--- config.mk ---
export PLATFORM = sky130hd
export DESIGN_NAME = uwe_top
export DESIGN_NICKNAME = d
export VERILOG_FILES = /design/src/verilog/uwe_pkg.sv /design/src/verilog/uwe_top.sv
export SDC_FILE = /design/constraint.sdc
export NUM_CORES = 1
export LEC_CHECK = 0
export BUFFER_PORTS_ARGS = -buffer_cell sky130_fd_sc_hd__buf_2
export CORE_MARGIN = 2
export CORE_UTILIZATION = 55
export CTS_CLUSTER_DIAMETER = 80
export DETAILED_ROUTE_END_ITERATION = 6
export GPL_TIMING_DRIVEN = 0
export HOLD_SLACK_MARGIN = 0.05
export PLACE_DENSITY_LB_ADDON = 0.2
export SLEW_MARGIN = 15
export SYNTH_ARGS = -nofsm -noshare
export SYNTH_HDL_FRONTEND = slang
export SYNTH_SLANG_ARGS = --single-unit
--- constraint.sdc ---
create_clock -name clk_sys -period 4.24 [get_ports clk_sys]
set_input_delay 1.06 -clock clk_sys [delete_from_list [all_inputs] [get_ports clk_sys]]
set_output_delay 1.06 -clock clk_sys [all_outputs]
set_load 0.01 [all_outputs]
--- src/verilog/uwe_pkg.sv ---
// Constants shared by the serial receiver wakeup, error and baud divider block.
// Assumes an AHB-Lite bus with 32-bit data; each register sits in the low bits of one word.
package uwe_pkg;
   // Register indices; the byte address on the bus is four times the index.
   localparam logic [9:0] IDX_BDH = 10'h070;
   localparam logic [9:0] IDX_BDL = 10'h071;
   localparam logic [9:0] IDX_CR1 = 10'h072;
   localparam logic [9:0] IDX_CR2 = 10'h073;
   localparam logic [9:0] IDX_SR1 = 10'h074;
   localparam logic [9:0] IDX_SR2 = 10'h075;
   localparam logic [9:0] IDX_DRH = 10'h076;
   localparam logic [9:0] IDX_DRL = 10'h077;
   // Reset values.
   localparam logic [7:0] RST_BDH = 8'h00;
   localparam logic [7:0] RST_BDL = 8'h04;
   // Field positions in the control registers.
   localparam int CR1_M = 4;
   localparam int CR1_WAKE = 3;
   localparam int CR1_ILT = 2;
   localparam int CR1_PE = 1;
   localparam int CR1_PT = 0;
   localparam int CR2_RE = 2;
   localparam int CR2_RWU = 1;
   localparam int BDH_TST = 7;
   localparam int BDH_SPL = 6;
   // Sample points within the sixteen ticks of one bit.
   localparam logic [3:0] SMP_A = 4'h7;
   localparam logic [3:0] SMP_B = 4'h8;
   localparam logic [3:0] SMP_C = 4'h9;
   localparam logic [3:0] SMP_END = 4'hf;
   // Idle line lengths in sample ticks: one whole frame of ones.
   localparam logic [7:0] IDLE_TICKS_8 = 8'ha0;
   localparam logic [7:0] IDLE_TICKS_9 = 8'hb0;
   // Receiver states.
   typedef enum logic [1:0] {
      RX_IDLE = 2'b00,
      RX_START = 2'b01,
      RX_DATA = 2'b10,
      RX_STOP = 2'b11
   } uwe_rx_e;
endpackage

--- src/verilog/uwe_top.sv ---
// Receiver wakeup, error detection and baud divider of an asynchronous serial port.
// Assumes an AHB-Lite master, a synchronous receive line and one-cycle source ticks.
//
// Summary of operation
// - Sleep bit blocks all receiver flags.
// - Software may clear sleep bit by write.
// - Idle line wakes receiver in idle mode.
// - Frame MSB one marks an address frame.
// - Address frame clears sleep before stop bit.
// - Full buffer: set overrun, drop new character.
// - Overrun clears on status then data read.
// - Noise flag rises only with receive full.
// - Noise clears on status then data read.
// - Missing stop sets framing with receive full.
// - Framing plus overrun reports only overrun.
// - Framing error blocks further data transfer.
// - Framing clears on status then data read.
// - Parity error set; status-data read clears.
// - Eight-bit traffic needs only low data register.
// - Baud is source over sixteen times divider.
// - Divider zero stops baud generator.
// - High divider five bits, bit5 zero, resets.
// - Test and split bits act in test mode.
// - Source clock is PLL or crystal tick.
// - Frame length bit picks nine or eight bits.
// - Receive full set, cleared by status-data read.
//
// Implementation choice: the AHB-Lite interface to the registers.
`timescale 1ns/1ps
module uwe_top import uwe_pkg::*; (
   // Clock and reset.
   input wire logic clk_sys,
   input wire logic nrst,
   // AHB-Lite slave.
   input wire logic hsel,
   input wire logic [31:0] haddr,
   input wire logic [1:0] htrans,
   input wire logic hwrite,
   input wire logic [2:0] hsize,
   input wire logic [31:0] hwdata,
   input wire logic hready,
   output logic hreadyout,
   output logic hresp,
   output logic [31:0] hrdata,
   // Baud source ticks and selection.
   input wire logic pllTick,
   input wire logic xtalTick,
   input wire logic clockSourceSelect,
   input wire logic testMode,
   // Serial line and joins to the rest of the port.
   input wire logic rxd,
   output logic receiveFull,
   output logic lineIdle,
   output logic receiveEnable
);
   typedef struct packed {
      logic [7:0] bdh;
      logic [7:0] bdl;
      logic [4:0] cr1;
      logic re;
      logic receiver_sleep_bit;
      logic receive_full_flag, idle, ovr, nf, fe, pf;
      logic [5:0] armed;
      logic [8:0] rxData;
      logic [12:0] divCnt;
      logic tick;
      uwe_rx_e st;
      logic [3:0] smp;
      logic [3:0] bitIdx;
      logic [8:0] shift;
      logic par;
      logic noise;
      logic [1:0] votes;
      logic [7:0] idleCnt;
      logic wrPend;
      logic [9:0] wrIdx;
      logic [31:0] rdata;
   } uwe_state_s;

   uwe_state_s s_q, s_d;
   logic addrPhase;
   logic [9:0] idx;
   logic srcTick;
   logic [12:0] divVal;
   logic bitVal;
   logic lastBit;
   logic [7:0] idleLimit;
   logic [5:0] flagsNow;
   logic [3:0] nBits;
   // Flags set by hardware this cycle; a clear in the same cycle must not drop them.
   logic [5:0] setEv;

   assign addrPhase = hsel & htrans[1] & hready;
   assign idx = haddr[11:2];
   assign flagsNow = {s_q.receive_full_flag, s_q.idle, s_q.ovr, s_q.nf, s_q.fe, s_q.pf};
   assign nBits = s_q.cr1[CR1_M] ? 4'h9 : 4'h8;
   assign lastBit = (s_q.bitIdx == nBits - 4'h1);
   assign idleLimit = s_q.cr1[CR1_M] ? IDLE_TICKS_9 : IDLE_TICKS_8;

   // Test bits only bend the divider when the chip is in test mode.
   always_comb begin
      srcTick = clockSourceSelect ? xtalTick : pllTick;
      divVal = {s_q.bdh[4:0], s_q.bdl};
      if (testMode && s_q.bdh[BDH_TST] && divVal != 13'h0000) begin
         divVal = 13'h0001;
      end else if (testMode && s_q.bdh[BDH_SPL]) begin
         divVal = {5'h00, s_q.bdl};
      end
      // Three-sample majority; the third sample is the live line.
      bitVal = (s_q.votes[0] & s_q.votes[1]) | (s_q.votes[0] & rxd) | (s_q.votes[1] & rxd);
   end

   // Next-state logic for the bus slave, divider, receiver and flags.
   always_comb begin
      s_d = s_q;
      s_d.tick = 1'b0;
      setEv = 6'h00;
      // Divider: one sample tick per divider-many source ticks, sixteen per bit.
      if (divVal == 13'h0000) begin
         s_d.divCnt = 13'h0000;
      end else if (srcTick) begin
         if (s_q.divCnt + 13'h0001 >= divVal) begin
            s_d.divCnt = 13'h0000;
            s_d.tick = 1'b1;
         end else begin
            s_d.divCnt = s_q.divCnt + 13'h0001;
         end
      end
      // Receiver runs on sample ticks.
      if (!s_q.re) begin
         s_d.st = RX_IDLE;
         s_d.idleCnt = 8'h00;
      end else if (s_q.tick) begin
         // Idle counting; long type counts only once the frame has ended.
         if (rxd && (!s_q.cr1[CR1_ILT] || s_q.st == RX_IDLE)) begin
            if (s_q.idleCnt != idleLimit) begin
               s_d.idleCnt = s_q.idleCnt + 8'h01;
            end
            if (s_q.idleCnt + 8'h01 == idleLimit) begin
               if (!s_q.receiver_sleep_bit) begin
                  s_d.idle = 1'b1;
                  setEv[4] = 1'b1;
               end
               if (!s_q.cr1[CR1_WAKE]) begin
                  s_d.receiver_sleep_bit = 1'b0;
               end
            end
         end else begin
            s_d.idleCnt = 8'h00;
         end
         s_d.smp = s_q.smp + 4'h1;
         if (s_q.smp == SMP_A) begin
            s_d.votes[0] = rxd;
         end
         if (s_q.smp == SMP_B) begin
            s_d.votes[1] = rxd;
         end
         case (s_q.st)
            RX_IDLE: begin
               if (!rxd) begin
                  s_d.st = RX_START;
                  s_d.smp = 4'h1;
                  s_d.noise = 1'b0;
                  s_d.par = 1'b0;
                  s_d.bitIdx = 4'h0;
               end
            end
            RX_START: begin
               if (s_q.smp == SMP_C) begin
                  s_d.noise = s_q.votes != {rxd, rxd};
                  if (bitVal) begin
                     s_d.st = RX_IDLE; // A glitch, not a start bit.
                  end
               end else if (s_q.smp == SMP_END) begin
                  s_d.st = RX_DATA;
               end
            end
            RX_DATA: begin
               if (s_q.smp == SMP_C) begin
                  s_d.noise = s_q.noise | (s_q.votes != {rxd, rxd});
                  s_d.shift = {bitVal, s_q.shift[8:1]};
                  s_d.par = s_q.par ^ bitVal;
                  s_d.bitIdx = s_q.bitIdx + 4'h1;
                  // An address mark wakes the receiver ahead of the stop bit.
                  if (lastBit && bitVal && s_q.cr1[CR1_WAKE]) begin
                     s_d.receiver_sleep_bit = 1'b0;
                  end
               end else if (s_q.smp == SMP_END && s_q.bitIdx == nBits) begin
                  s_d.st = RX_STOP;
               end
            end
            RX_STOP: begin
               if (s_q.smp == SMP_C) begin
                  s_d.st = RX_IDLE;
                  if (!s_q.receiver_sleep_bit) begin
                     if (s_q.receive_full_flag || s_q.fe) begin
                        // Buffered character kept; framing not reported.
                        s_d.ovr = 1'b1;
                        setEv[3] = 1'b1;
                     end else begin
                        s_d.rxData = s_q.cr1[CR1_M] ? s_q.shift : {1'b0, s_q.shift[8:1]};
                        s_d.receive_full_flag = 1'b1;
                        s_d.nf = s_q.noise | (s_q.votes != {rxd, rxd});
                        s_d.fe = !bitVal;
                        s_d.pf = s_q.cr1[CR1_PE] & (s_q.par ^ s_q.cr1[CR1_PT]);
                        setEv[5] = 1'b1;
                        setEv[2:0] = {s_d.nf, s_d.fe, s_d.pf};
                     end
                  end
               end
            end
            default: s_d.st = RX_IDLE;
         endcase
      end
      // Bus write data phase.
      s_d.wrPend = 1'b0;
      if (s_q.wrPend) begin
         case (s_q.wrIdx)
            IDX_BDH: s_d.bdh = {hwdata[7:6], 1'b0, hwdata[4:0]};
            IDX_BDL: s_d.bdl = hwdata[7:0];
            IDX_CR1: s_d.cr1 = hwdata[4:0];
            IDX_CR2: begin
               s_d.re = hwdata[CR2_RE];
               s_d.receiver_sleep_bit = hwdata[CR2_RWU];
            end
            default: s_d.cr1 = s_d.cr1; // Unmapped or read-only words ignore writes.
         endcase
      end
      // Bus address phase: reads return data next cycle and act on the flags now.
      s_d.rdata = 32'h0000_0000;
      if (addrPhase) begin
         s_d.wrPend = hwrite;
         s_d.wrIdx = idx;
         if (!hwrite) begin
            case (idx)
               // Control words return their next value, so a read right after a write sees it.
               IDX_BDH: s_d.rdata = {24'h00_0000, s_d.bdh};
               IDX_BDL: s_d.rdata = {24'h00_0000, s_d.bdl};
               IDX_CR1: s_d.rdata = {27'h000_0000, s_d.cr1};
               IDX_CR2: s_d.rdata = {29'h0000_0000, s_d.re, s_d.receiver_sleep_bit, 1'b0};
               IDX_SR1: begin
                  s_d.rdata = {26'h000_0000, flagsNow};
                  s_d.armed = flagsNow;
               end
               IDX_SR2: s_d.rdata = {31'h0000_0000, s_q.st != RX_IDLE};
               IDX_DRH: s_d.rdata = {24'h00_0000, s_q.rxData[8], 7'h00};
               IDX_DRL: begin
                  s_d.rdata = {24'h00_0000, s_q.rxData[7:0]};
                  // Clear only flags seen by a prior status read; a new set still wins.
                  {s_d.receive_full_flag, s_d.idle, s_d.ovr, s_d.nf, s_d.fe, s_d.pf} =
                     ({s_d.receive_full_flag, s_d.idle, s_d.ovr, s_d.nf, s_d.fe, s_d.pf} &
                     ~(s_q.armed & flagsNow)) | setEv;
                  s_d.armed = 6'h00;
               end
               default: s_d.rdata = 32'h0000_0000;
            endcase
         end
      end
   end

   // All state in one register.
   always_ff @(posedge clk_sys or negedge nrst) begin
      if (!nrst) begin
         s_q <= '0;
         s_q.bdh <= RST_BDH;
         s_q.bdl <= RST_BDL;
         s_q.st <= RX_IDLE;
      end else begin
         s_q <= s_d;
      end
   end

   // Read data and flag outputs come straight from the state register; zero wait states, always OKAY.
   assign hreadyout = 1'b1;
   assign hresp = 1'b0;
   assign hrdata = s_q.rdata;
   assign receiveFull = s_q.receive_full_flag;
   assign lineIdle = s_q.idle;
   assign receiveEnable = s_q.re;

   // Checks.
   property p_sleep_blocks;
      @(posedge clk_sys) disable iff (!nrst) s_q.receiver_sleep_bit && !s_q.wrPend |=> !$rose(s_q.receive_full_flag);
   endproperty
   a_sleep_blocks: assert property (p_sleep_blocks) else $error("flag set while asleep");
   property p_overrun_keeps;
      @(posedge clk_sys) disable iff (!nrst) $rose(s_q.ovr) |-> s_q.receive_full_flag && $stable(s_q.rxData);
   endproperty
   a_overrun_keeps: assert property (p_overrun_keeps) else $error("overrun lost data");
   property p_noise_with_full;
      @(posedge clk_sys) disable iff (!nrst) $rose(s_q.nf) |-> $rose(s_q.receive_full_flag);
   endproperty
   a_noise_with_full: assert property (p_noise_with_full) else $error("early noise");
   property p_frame_with_full;
      @(posedge clk_sys) disable iff (!nrst) $rose(s_q.fe) |-> $rose(s_q.receive_full_flag) && !$rose(s_q.ovr);
   endproperty
   a_frame_with_full: assert property (p_frame_with_full) else $error("framing timing");
   property p_fe_blocks;
      @(posedge clk_sys) disable iff (!nrst) s_q.fe ##1 s_q.fe |-> $stable(s_q.rxData);
   endproperty
   a_fe_blocks: assert property (p_fe_blocks) else $error("data moved under framing");
   property p_div_zero;
      @(posedge clk_sys) disable iff (!nrst)
         s_q.bdl == 8'h00 && s_q.bdh[4:0] == 5'h00 && !s_q.wrPend |=> !s_q.tick;
   endproperty
   a_div_zero: assert property (p_div_zero) else $error("divider zero ticked");
   property p_bit5_zero;
      @(posedge clk_sys) disable iff (!nrst) !s_q.bdh[5];
   endproperty
   a_bit5_zero: assert property (p_bit5_zero) else $error("high divider bit5 set");
   property p_no_arm_no_clear;
      @(posedge clk_sys) disable iff (!nrst)
         addrPhase && !hwrite && idx == IDX_DRL && s_q.armed == 6'h00 && s_q.receive_full_flag |=> s_q.receive_full_flag;
   endproperty
   a_no_arm_no_clear: assert property (p_no_arm_no_clear) else $error("flag cleared early");
   property p_clear_seq;
      @(posedge clk_sys) disable iff (!nrst)
         addrPhase && !hwrite && idx == IDX_DRL && s_q.armed[3] && s_q.ovr && !setEv[3]
         |=> !s_q.ovr;
   endproperty
   a_clear_seq: assert property (p_clear_seq) else $error("overrun not cleared");
   // Wakeup paths, delivery point and error priority.
   property p_sleep_no_idle;
      @(posedge clk_sys) disable iff (!nrst) s_q.receiver_sleep_bit |=> !$rose(s_q.idle) && !$rose(s_q.ovr);
   endproperty
   a_sleep_no_idle: assert property (p_sleep_no_idle) else $error("sleep flag set");
   property p_idle_wake;
      @(posedge clk_sys) disable iff (!nrst)
         $rose(s_q.idleCnt == idleLimit) && !$past(s_q.cr1[CR1_WAKE]) && !$past(s_q.wrPend)
         |-> !s_q.receiver_sleep_bit;
   endproperty
   a_idle_wake: assert property (p_idle_wake) else $error("idle did not wake");
   property p_addr_wake;
      @(posedge clk_sys) disable iff (!nrst)
         $fell(s_q.receiver_sleep_bit) && $past(s_q.cr1[CR1_WAKE]) && !$past(s_q.wrPend) |-> s_q.st == RX_DATA;
   endproperty
   a_addr_wake: assert property (p_addr_wake) else $error("address wake too late");
   property p_full_at_stop;
      @(posedge clk_sys) disable iff (!nrst) $rose(s_q.receive_full_flag) |-> $past(s_q.st) == RX_STOP;
   endproperty
   a_full_at_stop: assert property (p_full_at_stop) else $error("full outside stop");
   property p_overrun_only;
      @(posedge clk_sys) disable iff (!nrst) $rose(s_q.ovr) |-> !$rose(s_q.fe);
   endproperty
   a_overrun_only: assert property (p_overrun_only) else $error("framing with overrun");
endmodule // uwe_top

; Word level (Yosys, flattened, before mapping)
; Cells that the tools add are included.
[classes]
n_addsub = 5
magnitude_cmp = 1
eq_ne = 35
muxes = 80
n_bitwise = 18
n_reduce_logical = 29
[op_table]
columns = operator, count
row1 = $eq 10x7->1 const B, 12
row2 = $pmux 8 s8, 1
row3 = $mux 13, 4
row4 = $mux 8, 6
row5 = $mux 43, 1
row6 = $mux 31, 1
row7 = $mux 1, 29
row8 = $mux 4, 7
row9 = $mux 12, 2
row10 = $mux 23, 1
row11 = $mux 2, 9
row12 = $mux 6, 3
row13 = $mux 9, 2
row14 = $mux 15, 1
row15 = $mux 14, 1
row16 = $mux 7, 2
row17 = $add 13x1->13 const B, 1
row18 = $ge 13x13->1, 1
row19 = $logic_not 13->1, 1
row20 = $reduce_bool 13->1, 1
row21 = $and 6x6->6, 2
row22 = $eq 4x4->1 const B, 3
row23 = $ne 3x3->1 const B, 4
row24 = $pmux 6 s2, 1
row25 = 38 further kinds, 72
[totals]
reg_bits = 132
in_bits = 79
output_inout_bits = 37
wordCells = 195

; Depth between registers and ports, before layout
; Gate-level depths: netlist (run 1).
[depth]
word_depth = 15
depth_mapped = 13
ltp_nobuf = 12

; Worst setup path before layout (run 1)
; No wires, ideal clock.
[synth_timing]
path_kind = register to register
from = reg s_q[126] in the netlist's numbering
to = reg s_q[77] in the netlist's numbering
setup_time_ns = 0.064
arrival_ns = 3.403
required_ns = 4.176
path_slack_ns = 0.773
stages_incl_launch_ff = 14
n_path_buf = 1
period_less_slack_ns = 3.467
path_cell_list = dfrtp_1 -> or3_1 -> or3_1 -> o21bai_1 -> a21boi_1 -> nand2_1 -> ha_1 -> a21oi_1 -> o21ai_0 -> a2111oi_0 -> nand4_1 -> clkbuf_1 -> a21oi_1 -> a21o_1
[synth_between]
elab_chain_len = 7
word_cells_on_any_way = 10
cone_classes = order compare (1) / mux (5) / reduce/logical (4)
[synth_rtl]
columns = element, line_no
row1 = start: declaration, uwe_top.sv:80  ; uwe_state_s s_q, s_d;
row2 = $reduce_bool 13->1, uwe_top.sv:104  ; if (testMode && s_q.bdh[BDH_TST] && divVal != 13'h0000) begin
row3 = $logic_and 1x1->1, uwe_top.sv:104
row4 = $mux 13 (*), uwe_top.sv:104
row5 = $ge 13x13->1, uwe_top.sv:122  ; if (s_q.divCnt + 13'h0001 >= divVal) begin
row6 = $mux 13, uwe_top.sv:122
row7 = $mux 14, uwe_top.sv:121  ; end else if (srcTick) begin
row8 = $mux 13, uwe_top.sv:119  ; if (divVal == 13'h0000) begin
; Mark *: on every way between the ends. The rest lies on a longest branch, timed or not. The select of a mux whose other input is x is not followed.
; A chain may end at the register's enable or synchronous reset.

; Final worst setup path (run 1)
[layout_timing]
from = reg s_q[126] in the netlist's numbering
to = reg s_q[78] in the netlist's numbering
; Same word-level chain as after synthesis.

==> reports/metrics.cfg, run 1 <==
[worst_hold_path]
hold_class = flop to flop
holdPathEnd = s_q[87]$_DFFE_PN0P_
min_from = s_q[87]$_DFFE_PN0P_
whs_path_depth = 2

[die]
io_pins = 116
rows = 38
start_util_pct = 57.0
die_x_um = 110
core_sq_um = 10900
dieHeight_um = 110
die-area_sq_um = 12200

[synth]
postSynth.asyncResetShare_pct = 100
syn_area_per_cell_sq_um = 9.67
ys_warn_count = 0
synth_ff_type = dfrtp_1
synthCells = 645
synth_edf_count = 0
yosysSeqAreaShare_pct = 43.4
synth_cell_type_count = 67
ys_seq_elements = 108
netlist_area_sq_um = 6240

[clocking]
cts_tree = built
cts.sinks = 108
cts_buffer_depth = 2
root_buffer = clkbuf_16
path_clk_slew_ns = 0.07
clk-insertion-delay-late_ns = 0.35
h-tree-depth = 3
numCtsBuffers = 9

[worst_setup_path]
cp-start-kind = flop
critPathCaptureType = flop
cp_max_fo = 10
timing.reg2reg.setup_slack_ns = 0.37
crit_type = flop to flop
r2r_end = s_q[78]$_DFFE_PN0P_
arrival_ns = 4.15
rr_worst_depth = 13
worstPathRequired_ns = 4.52
r2r_start = s_q[126]$_DFF_PN0_

[placed_design]
gp_congestion = 0.874
hpwl_mm = 10.7
portBuffers = 38

[global_route]
grt_util_met3_pct = 3.24
top_usage_layer = met2
grt_pass1_vias = 5104
grt_usage_pct = 24.4
grt_remaining_overflow = 0
use_met2_pct = 42.3
met1_usage_pct = 30.2
grt_pass1_wl_mm = 24.2
antenna_found_initial = 0
grt_max_degree = 89

[final_layout]
multi_input_area_sq_um = 3220
layout-drive-gt1-share_pct = 18.9
seq_area_sq_um = 2700
post-route-util_pct = 64.3
fillers = 903
syn2layout_area_growth_pct = 12.8
n_antenna_cell = 0
fin_nets = 825

[flow_run]
drv_cap = 0

[sta]
slew_headroom_pct = 28.9
tns_ns = 0
setup_viol = 0
finalCritPeriodShare_pct = 91.3
rsz0062_at_grt = no
max_slew.worst_pin.slew_ns = 1.06
min_period_ns = 3.87
drv_slew = 0
finalHoldViolCount = 0
hold_slack_ns = 0.496
fmax_mhz = 258
finClkSkew_ns = 0.0108

[power_and_ir_drop]
p_per_area_nw_per_um2 = 334
peakVddDrop_v = 0.000268
p_leak_nw = 3.47
total_power_mw = 2.35

[status]
status = finished with violations
violations = design-rule violations

[routing]
final_antenna_net_count = 0
via_per_inst = 5.79
drc = 2
dr.pass1.iters = 7
vias = 5003
post_drt_wl_per_cell_um = 16.6
wl_mm = 14.3
drtIter0Drc = 336

where the power goes:
part	internal, mW	total (mW)	leakage, nW	switching (mW)
Combinational	0.146	0.334	1.89	0.188
Sequential	1.09	1.16	1.43	0.0705
Clock	0.477	0.858	0.150	0.381
Total	1.71	2.35	3.47	0.639
how the worst max path moves through the flow:
stage	from	to	slack [ns]	cells past startpoint
after floorplan	s_q[126]$_DFF_PN0_	s_q[77]$_DFFE_PN0P_	0.77	13
after detailed placement	testMode	s_q[78]$_DFFE_PN0P_	0.07	13
after global placement	testMode	s_q[85]$_DFFE_PN0P_	0.22	13
final	s_q[126]$_DFF_PN0_	s_q[78]$_DFFE_PN0P_	0.37	13
after CTS	s_q[126]$_DFF_PN0_	s_q[78]$_DFFE_PN0P_	0.05	13
after global routing	s_q[126]$_DFF_PN0_	s_q[78]$_DFFE_PN0P_	0.08	13
worst max-delay path: stages, from the launching register on:
cell	delay [ns]
dfrtp_1	0.41
or3_1	0.39
or3_1	0.36
o21bai_2	0.31
a21boi_1	0.36
nand2_1	0.11
ha_1	0.32
a21oi_1	0.14
o21ai_0	0.13
a2111oi_2	0.44
nand4_1	0.26
clkbuf_1	0.28
nand2b_1	0.21
nand2_1	0.08
flip-flops by register name, summed over array words and instances (netlist names):
signal	cells
s_q	93
receiveFull	1
receiveEnable	1
flagsNow	4
hrdata	8
lineIdle	1
per-layer routing:
metal	routed length (um)	vias up	part of all wire, %
met2	7290	153	51
met4	437	0	3.0
met5	0	-	0
met3	610	32	4.3
met1	5990	2432	42
li1	-	2386	-
cell usage in the layout (no fill, tap or decap), drive strengths merged, types with 3 or more instances in the layout:
master and count:
dfrtp 107, nand2 79, buf 76, nor2 41, o21ai 36, mux2 33, a21oi 31, ha 27
conb 26, inv 26, clkbuf 25, nand3 20, mux2i 20, nand2b 19, xor2 11, nand4 11
a22o 11, and3 9, nor4 9, nor3 7, nor2b 7, and2 6, o22ai 6, a21o 6
or3 5, xnor2 5, o31ai 5, o2bb2ai 5, nand4b 4, a22oi 4, o21a 4, or2 3
a31oi 3, nand3b 3, a211oi 3
Yosys cell counts, types with 7 or more instances:
library cell	number	area, sq um
nand2_1	79	297
nand2b_1	19	119
ha_1	27	338
inv_1	24	90.1
and3_1	9	56.3
nor4_1	7	43.8
dfrtp_1	107	2680
a21oi_1	31	155
nor2_1	41	154
nand3_1	20	100
xor2_1	11	96.3
buf_4	34	255
a22o_1	11	96.3
mux2i_1	20	200
mux2_2	31	349
clkbuf_1	14	52.6
nand4_1	11	68.8
o21ai_0	35	175
nor3_1	7	35.0
kinds of logic (layout without fill, tap and decap cells):
kind of cell,count (synthesis),after routing,share of synthesized area (%)
simple gates,234,234,19.5
compound gates,130,130,13.4
flops,108,108,43.4
buf+inv,75,130,6.68
mux,53,53,9.29
fa+ha+maj,27,27,5.42
xor+xnor,16,16,2.25
other cells,2,26,0.120
per-stage QoR:
stage | instances | setup slack [ns] | instance area [sq um]
5_1_grt | 864 | 0.0845 | 7040
4_1_cts | 864 | 0.0527 | 7030
6_report | 864 | 0.369 | 7040
3_3_place_gp | 847 | 0.224 | 6690
2_1_floorplan | 669 | 0.773 | 6330
3_5_place_dp | 848 | 0.0688 | 6730
cell type report:
type	instances	area share [%]
Buffer	51	4.64
Clock buffer	11	3.45
Clock inverter	5	0.818
Inverter	24	1.28
Multi-Input combinational cell	486	45.7
Sequential cell	108	38.4
Tap cell	140	2.49
Timing Repair Buffer	39	3.18
repair_timing:
item / 4_1_cts / 5_1_grt
gates resized for setup: 0 / 3
buffers inserted: 0 / 0
endpoints found under the setup margin: 0 / 10
hold buffers: 0 / 0
Note: power is estimated with default switching activity, not from simulation.
==> inputs of run 2 (changes only) <==
clock period = 4.6 ns   (was 4.24 ns; I/O delays follow)
==> reports/metrics.cfg, run 2 (synthesized netlist as in run 1, its figures left out) <==
[power_and_ir_drop]
p_seq_share_pct = 49.3  ; about the same
p_leak_nw = 3.47  ; about the same
comb_power_share_pct = 14.2  ; about the same
p_sw_mw = 0.589  ; -7.8%
intPower_mw = 1.58  ; -7.8%
p_per_area_nw_per_um2 = 308  ; -7.7%
switching_share_pct = 27.2  ; about the same
total_power_mw = 2.17  ; -7.8%
clockPowerShare_pct = 36.5  ; about the same
peakVddDrop_v = 0.000247  ; -7.8%

[routing]
met3RoutedLength_um = 587  ; -3.8%
met2_length_mm = 7.29  ; about the same
met1_length_mm = 5.96  ; -0.57%
final_antenna_net_count = 0  ; unchanged
dr.pass1.iters = 6  ; -1
wl_mm = 14.3  ; -0.24%
drc = 0  ; -2
post_drt_wl_per_cell_um = 16.5  ; -0.24%
via_per_inst = 5.77  ; -0.38%
vias = 4984  ; -0.38%
drtIter0Drc = 341  ; +1.5%
highest_layer = met4

[clocking]
cts.sinks = 108  ; unchanged
cts_resized = 0  ; unchanged
path_clk_slew_ns = 0.07  ; about the same
cts_hold_buffers = 0  ; unchanged
cts_tree = built
post_cts_buffers = 0  ; unchanged
root_buffer = clkbuf_16
h-tree-depth = 3  ; unchanged
numCtsBuffers = 9  ; unchanged
cts_buffer_depth = 2  ; unchanged
clk-insertion-delay-late_ns = 0.35  ; about the same

[final_layout]
layout-drive-gt1-share_pct = 18.6  ; -0.28 points
n_antenna_cell = 0  ; unchanged
post-route-util_pct = 64.2  ; -0.091 points
fin_nets = 825  ; unchanged
syn2layout_area_growth_pct = 12.7
top_register = s_q
largest_reg_flops = 93  ; unchanged
layout_commonest_cell = dfrtp_1
fillers = 905  ; +0.22%
layout_common_cells = dfrtp_1, nand2_1, nor2_1

[flow_run]
drv_cap = 0  ; unchanged

[global_route]
grt_pass1_vias = 5104  ; unchanged
grt_pass1_wl_mm = 24.2  ; unchanged
antenna_found_initial = 0  ; unchanged
grt_max_degree = 89  ; unchanged
grt_remaining_overflow = 0  ; unchanged
grt_usage_pct = 24.4  ; unchanged

[placed_design]
post-place-ws_ns = 0.339  ; +0.270 ns
hpwl_mm = 10.7  ; unchanged
portBuffers = 38  ; unchanged
gp_congestion = 0.874  ; unchanged

[sta]
drv_slew = 0  ; unchanged
finalCritPeriodShare_pct = 91.8  ; +0.53 points
rsz0062_at_grt = no
worst_slack_ns = 0.376  ; +0.00699 ns
finClkSkew_ns = 0.0118  ; +0.000983 ns
setup_viol = 0  ; unchanged
slew_headroom_pct = 28.5  ; -0.44 points
min_period_ns = 4.22  ; +0.353 ns
tns_ns = 0  ; unchanged
max_slew.worst_pin.slew_ns = 1.06  ; +0.00650 ns
fmax_mhz = 237  ; -8.4%
hold_slack_ns = 0.495  ; -0.00160 ns
finalHoldViolCount = 0  ; unchanged

[die]
dieHeight_um = 110  ; unchanged
start_util_pct = 57.0  ; unchanged
io_pins = 116  ; unchanged
core_sq_um = 10900  ; unchanged
die-area_sq_um = 12200  ; unchanged
die_x_um = 110  ; unchanged
rows = 38  ; unchanged

[status]
status = finished, final reports clean

[worst_hold_path]
whs_path_depth = 2  ; unchanged
holdPathEnd = s_q[87]$_DFFE_PN0P_
hold_class = flop to flop
min_from = s_q[87]$_DFFE_PN0P_

[worst_setup_path]
path_cells = or3_1 -> or3_1 -> o21bai_1 -> a21boi_1 -> nand2_1 -> ha_1 -> a21oi_1 -> o21ai_0 -> a2111oi_0 -> nand4_1 -> clkbuf_1 -> nand2b_1 -> nand2_1
arrival_ns = 4.50  ; +0.35 ns
max_stage_delay_ns = 0.61  ; +0.17 ns
cp_max_fo = 10  ; unchanged
cp-start-kind = flop
timing.reg2reg.setup_slack_ns = 0.38  ; about the same
r2r_end = s_q[78]$_DFFE_PN0P_
worstPathRequired_ns = 4.88  ; +0.36 ns
crit_slowest_cell = a2111oi_0
r2r_start = s_q[126]$_DFF_PN0_
critPathCaptureType = flop
crit_type = flop to flop
rr_worst_depth = 13  ; unchanged

-- run 2: layout make-up --
class | instances | area (sq um) | area share (%)
clock buffer | 11 | 243 | 3.46
clock inverter | 5 | 57.6 | 0.819
multi-input combinational | 486 | 3210 | 45.6
sequential | 108 | 2700 | 38.5
tap | 140 | 175 | 2.49
timing repair buffer | 39 | 224 | 3.19
buffer | 51 | 327 | 4.65
inverter | 24 | 90.1 | 1.28
-- run 2: metrics by stage --
step | area [sq um] | cells
global route | 7030 | 864
floorplan | 6330 | 669
finish | 7030 | 864
CTS | 7030 | 864
global placement | 6690 | 847
detailed placement | 6730 | 848
-- run 2: power by group through the flow --
stage / clock (mW) / combinational [mW] / sequential, mW
2_1_floorplan: 0 / 0.213 / 1.07
3_3_place_gp: 0 / 0.282 / 1.08
3_5_place_dp: 0 / 0.307 / 1.09
4_1_cts: 0.808 / 0.309 / 1.07
5_1_grt: 0.846 / 0.354 / 1.08
6_report: 0.791 / 0.307 / 1.07
-- run 2: how the worst max path moves through the flow --
stage                             startpoint                   to  slack [ns]
final                     s_q[126]$_DFF_PN0_  s_q[78]$_DFFE_PN0P_        0.38
after global routing      s_q[126]$_DFF_PN0_  s_q[78]$_DFFE_PN0P_        0.13
after CTS                 s_q[126]$_DFF_PN0_  s_q[78]$_DFFE_PN0P_        0.41
after detailed placement            testMode  s_q[78]$_DFFE_PN0P_        0.34
after global placement              testMode  s_q[85]$_DFFE_PN0P_        0.49
after floorplan                     testMode  s_q[77]$_DFFE_PN0P_        1.10
-- run 2: layer usage --
metal / up-vias / track usage (%)
met1: 2415 / 30.2
met4: 0 / 11.6
li1: 2385 / -
met3: 36 / 3.24
met5: - / 0
met2: 148 / 42.3
-- run 2: worst max-delay path, delay by kind of cell (launching register included) --
family,cells,cell delay (ns)
DFF,1,0.41
adders and majority gates,1,0.32
and+or+nand+nor,6,1.43
AOI/OAI and AO/OA,5,1.70
buffers and inverters,1,0.29
==> inputs of run 3 (changes only) <==
CORE_UTILIZATION = 61   (was 55)
==> reports/metrics.cfg, run 3 (synthesized netlist as in run 1, its figures left out) <==
[worst_setup_path]
cp_max_fo = 10  ; unchanged
path_cells = or3_1 -> or3_1 -> o21bai_1 -> a21boi_1 -> nand2_1 -> ha_1 -> a21oi_1 -> o21ai_0 -> a2111oi_0 -> nand4_1 -> clkbuf_1 -> a21oi_1 -> a21o_1
rr_worst_depth = 13  ; unchanged
crit_family = compound AO/OA/AOI/OAI gates
max_stage_delay_ns = 0.54  ; -0.07 ns
cp-start-kind = flop
crit_slowest_cell = a2111oi_0
worstPathRequired_ns = 4.93  ; +0.05 ns
r2r_start = s_q[125]$_DFF_PN0_
timing.reg2reg.setup_slack_ns = 0.55  ; +0.17 ns
cp_num_buf_inv = 1  ; unchanged
critPathCaptureType = flop
crit_type = flop to flop
arrival_ns = 4.38  ; -0.12 ns
r2r_end = s_q[77]$_DFFE_PN0P_

[die]
dieHeight_um = 105  ; -4.9%
io_pins = 116  ; unchanged
die_x_um = 105  ; -4.9%
die-area_sq_um = 11000  ; -9.5%
start_util_pct = 63.2  ; +6.2 points
rows = 36  ; -5.3%
core_sq_um = 9860  ; -9.8%

[sta]
finalCritPeriodShare_pct = 88.1  ; -3.8 points
finalHoldViolCount = 0  ; unchanged
drv_slew = 0  ; unchanged
min_period_ns = 4.05  ; -0.173 ns
tns_ns = 0  ; unchanged
setup_viol = 0  ; unchanged
rsz0062_at_grt = no
max_slew.worst_pin.slew_ns = 1.11  ; +0.0482 ns
slew_headroom_pct = 25.2  ; -3.2 points
finClkSkew_ns = 0.0127  ; +0.000947 ns
hold_slack_ns = 0.497  ; +0.00267 ns
fmax_mhz = 247  ; +4.3%

[final_layout]
layout_commonest_cell = dfrtp_1
layout_common_cells = dfrtp_1, nand2_1, nor2_1
top_register = s_q
largest_reg_flops = 93  ; unchanged
fin_nets = 825  ; unchanged
syn2layout_area_growth_pct = 11.1
layout-drive-gt1-share_pct = 18.8  ; +0.14 points
fillers = 758  ; -16%

[clocking]
cts_hold_buffers = 0  ; unchanged
cts.sinks = 108  ; unchanged
numCtsBuffers = 9  ; unchanged
post_cts_buffers = 0  ; unchanged
path_clk_slew_ns = 0.11  ; +0.04 ns
cts_resized = 0  ; unchanged
clk-insertion-delay-late_ns = 0.39  ; +0.04 ns
root_buffer = clkbuf_8
h-tree-depth = 3  ; unchanged
cts_buffer_depth = 2  ; unchanged
cts_tree = built

[power_and_ir_drop]
p_leak_nw = 3.42  ; -1.4%
peakVddDrop_v = 0.000247  ; -0.32%
switching_share_pct = 29.6  ; +2.4 points
p_per_area_nw_per_um2 = 287  ; -7.1%
intPower_mw = 1.40  ; -11%
p_seq_share_pct = 53.8  ; +4.5 points
p_sw_mw = 0.588  ; -0.16%
comb_power_share_pct = 15.5  ; +1.3 points
clockPowerShare_pct = 30.7  ; -5.8 points

[worst_hold_path]
hold_class = flop to flop
min_from = s_q[87]$_DFFE_PN0P_
holdPathEnd = s_q[87]$_DFFE_PN0P_
whs_path_depth = 2  ; unchanged

[global_route]
grt_pass1_vias = 4970  ; -2.6%
grt_usage_pct = 27.1  ; +2.7 points
antenna_found_initial = 1  ; +1
grt_max_degree = 87  ; -2.2%
grt_remaining_overflow = 0  ; unchanged
grt_pass1_wl_mm = 23.8  ; -1.7%

[routing]
met1_length_mm = 5.92  ; -0.74%
dr.pass1.iters = 5  ; -1
met2_length_mm = 7.41  ; +1.6%
highest_layer = met4
final_antenna_net_count = 0  ; unchanged
met3RoutedLength_um = 610  ; +3.9%
post_drt_wl_per_cell_um = 16.4  ; -0.78%
drc = 0  ; unchanged
vias = 4971  ; -0.26%
wl_mm = 14.1  ; -1.5%
via_per_inst = 5.79  ; +0.44%
drtIter0Drc = 264  ; -23%

[status]
status = finished, final reports clean

[placed_design]
gp_congestion = 0.880  ; +0.79%
portBuffers = 38  ; unchanged
hpwl_mm = 10.6  ; -1.4%

[flow_run]
drv_cap = 0  ; unchanged

==> run 3: cell type report <==
cell class / count / area, sq um / share of cell area [%]
Antenna cell: 1 / 2.50 / 0.0361
Buffer: 51 / 327 / 4.71
Clock buffer: 9 / 124 / 1.79
Clock inverter: 7 / 83.8 / 1.21
Inverter: 24 / 90.1 / 1.30
Multi-Input combinational cell: 486 / 3210 / 46.3
Sequential cell: 108 / 2700 / 39.0
Tap cell: 133 / 166 / 2.40
Timing Repair Buffer: 39 / 224 / 3.23
==> run 3: power by group through the flow <==
stage | logic (mW) | registers, mW | clock network [mW]
after global placement | 0.282 | 1.08 | 0
after floorplan | 0.213 | 1.07 | 0
after CTS | 0.308 | 1.07 | 0.620
after detailed placement | 0.304 | 1.08 | 0
final | 0.307 | 1.07 | 0.609
after global routing | 0.349 | 1.08 | 0.658
==> run 3: worst reg2reg max path, delay by kind of cell, from the launching register on <==
family | cells | cell delay [ns]
fa+ha+maj | 1 | 0.32
simple gates | 4 | 1.04
compound gates | 7 | 1.94
flops | 1 | 0.44
buf+inv | 1 | 0.26
==> run 3: routing by layer <==
layer	GRT usage [%]	up-vias
met5	0	-
met4	6.29	0
met3	5.61	16
met2	47.7	120
met1	34.2	2443
li1	-	2392
==> run 3: how the worst max path moves through the flow <==
| stage | from | to | slack [ns] | cells after the start |
|---|---|---|---|---|
| floorplan | testMode | s_q[77]$_DFFE_PN0P_ | 1.10 | 12 |
| global placement | testMode | s_q[85]$_DFFE_PN0P_ | 0.61 | 13 |
| detailed placement | testMode | s_q[80]$_DFFE_PN0P_ | 0.59 | 13 |
| CTS | s_q[125]$_DFF_PN0_ | s_q[77]$_DFFE_PN0P_ | 0.62 | 13 |
| global route | s_q[125]$_DFF_PN0_ | s_q[77]$_DFFE_PN0P_ | 0.16 | 13 |
| finish | s_q[125]$_DFF_PN0_ | s_q[77]$_DFFE_PN0P_ | 0.55 | 13 |
==> run 3: per-stage QoR <==
stage | power, mW | cells | cell area, sq um | worst slack (ns) | utilization (%)
2_1_floorplan | 1.28 | 669 | 6330 | 1.10 | -
3_3_place_gp | 1.36 | 840 | 6680 | 0.613 | 67.7
3_5_place_dp | 1.39 | 841 | 6720 | 0.589 | 68.1
4_1_cts | 2.00 | 857 | 6920 | 0.618 | 70.2
5_1_grt | 2.09 | 858 | 6930 | 0.157 | 70.2
6_report | 1.98 | 858 | 6930 | 0.549 | 70.2
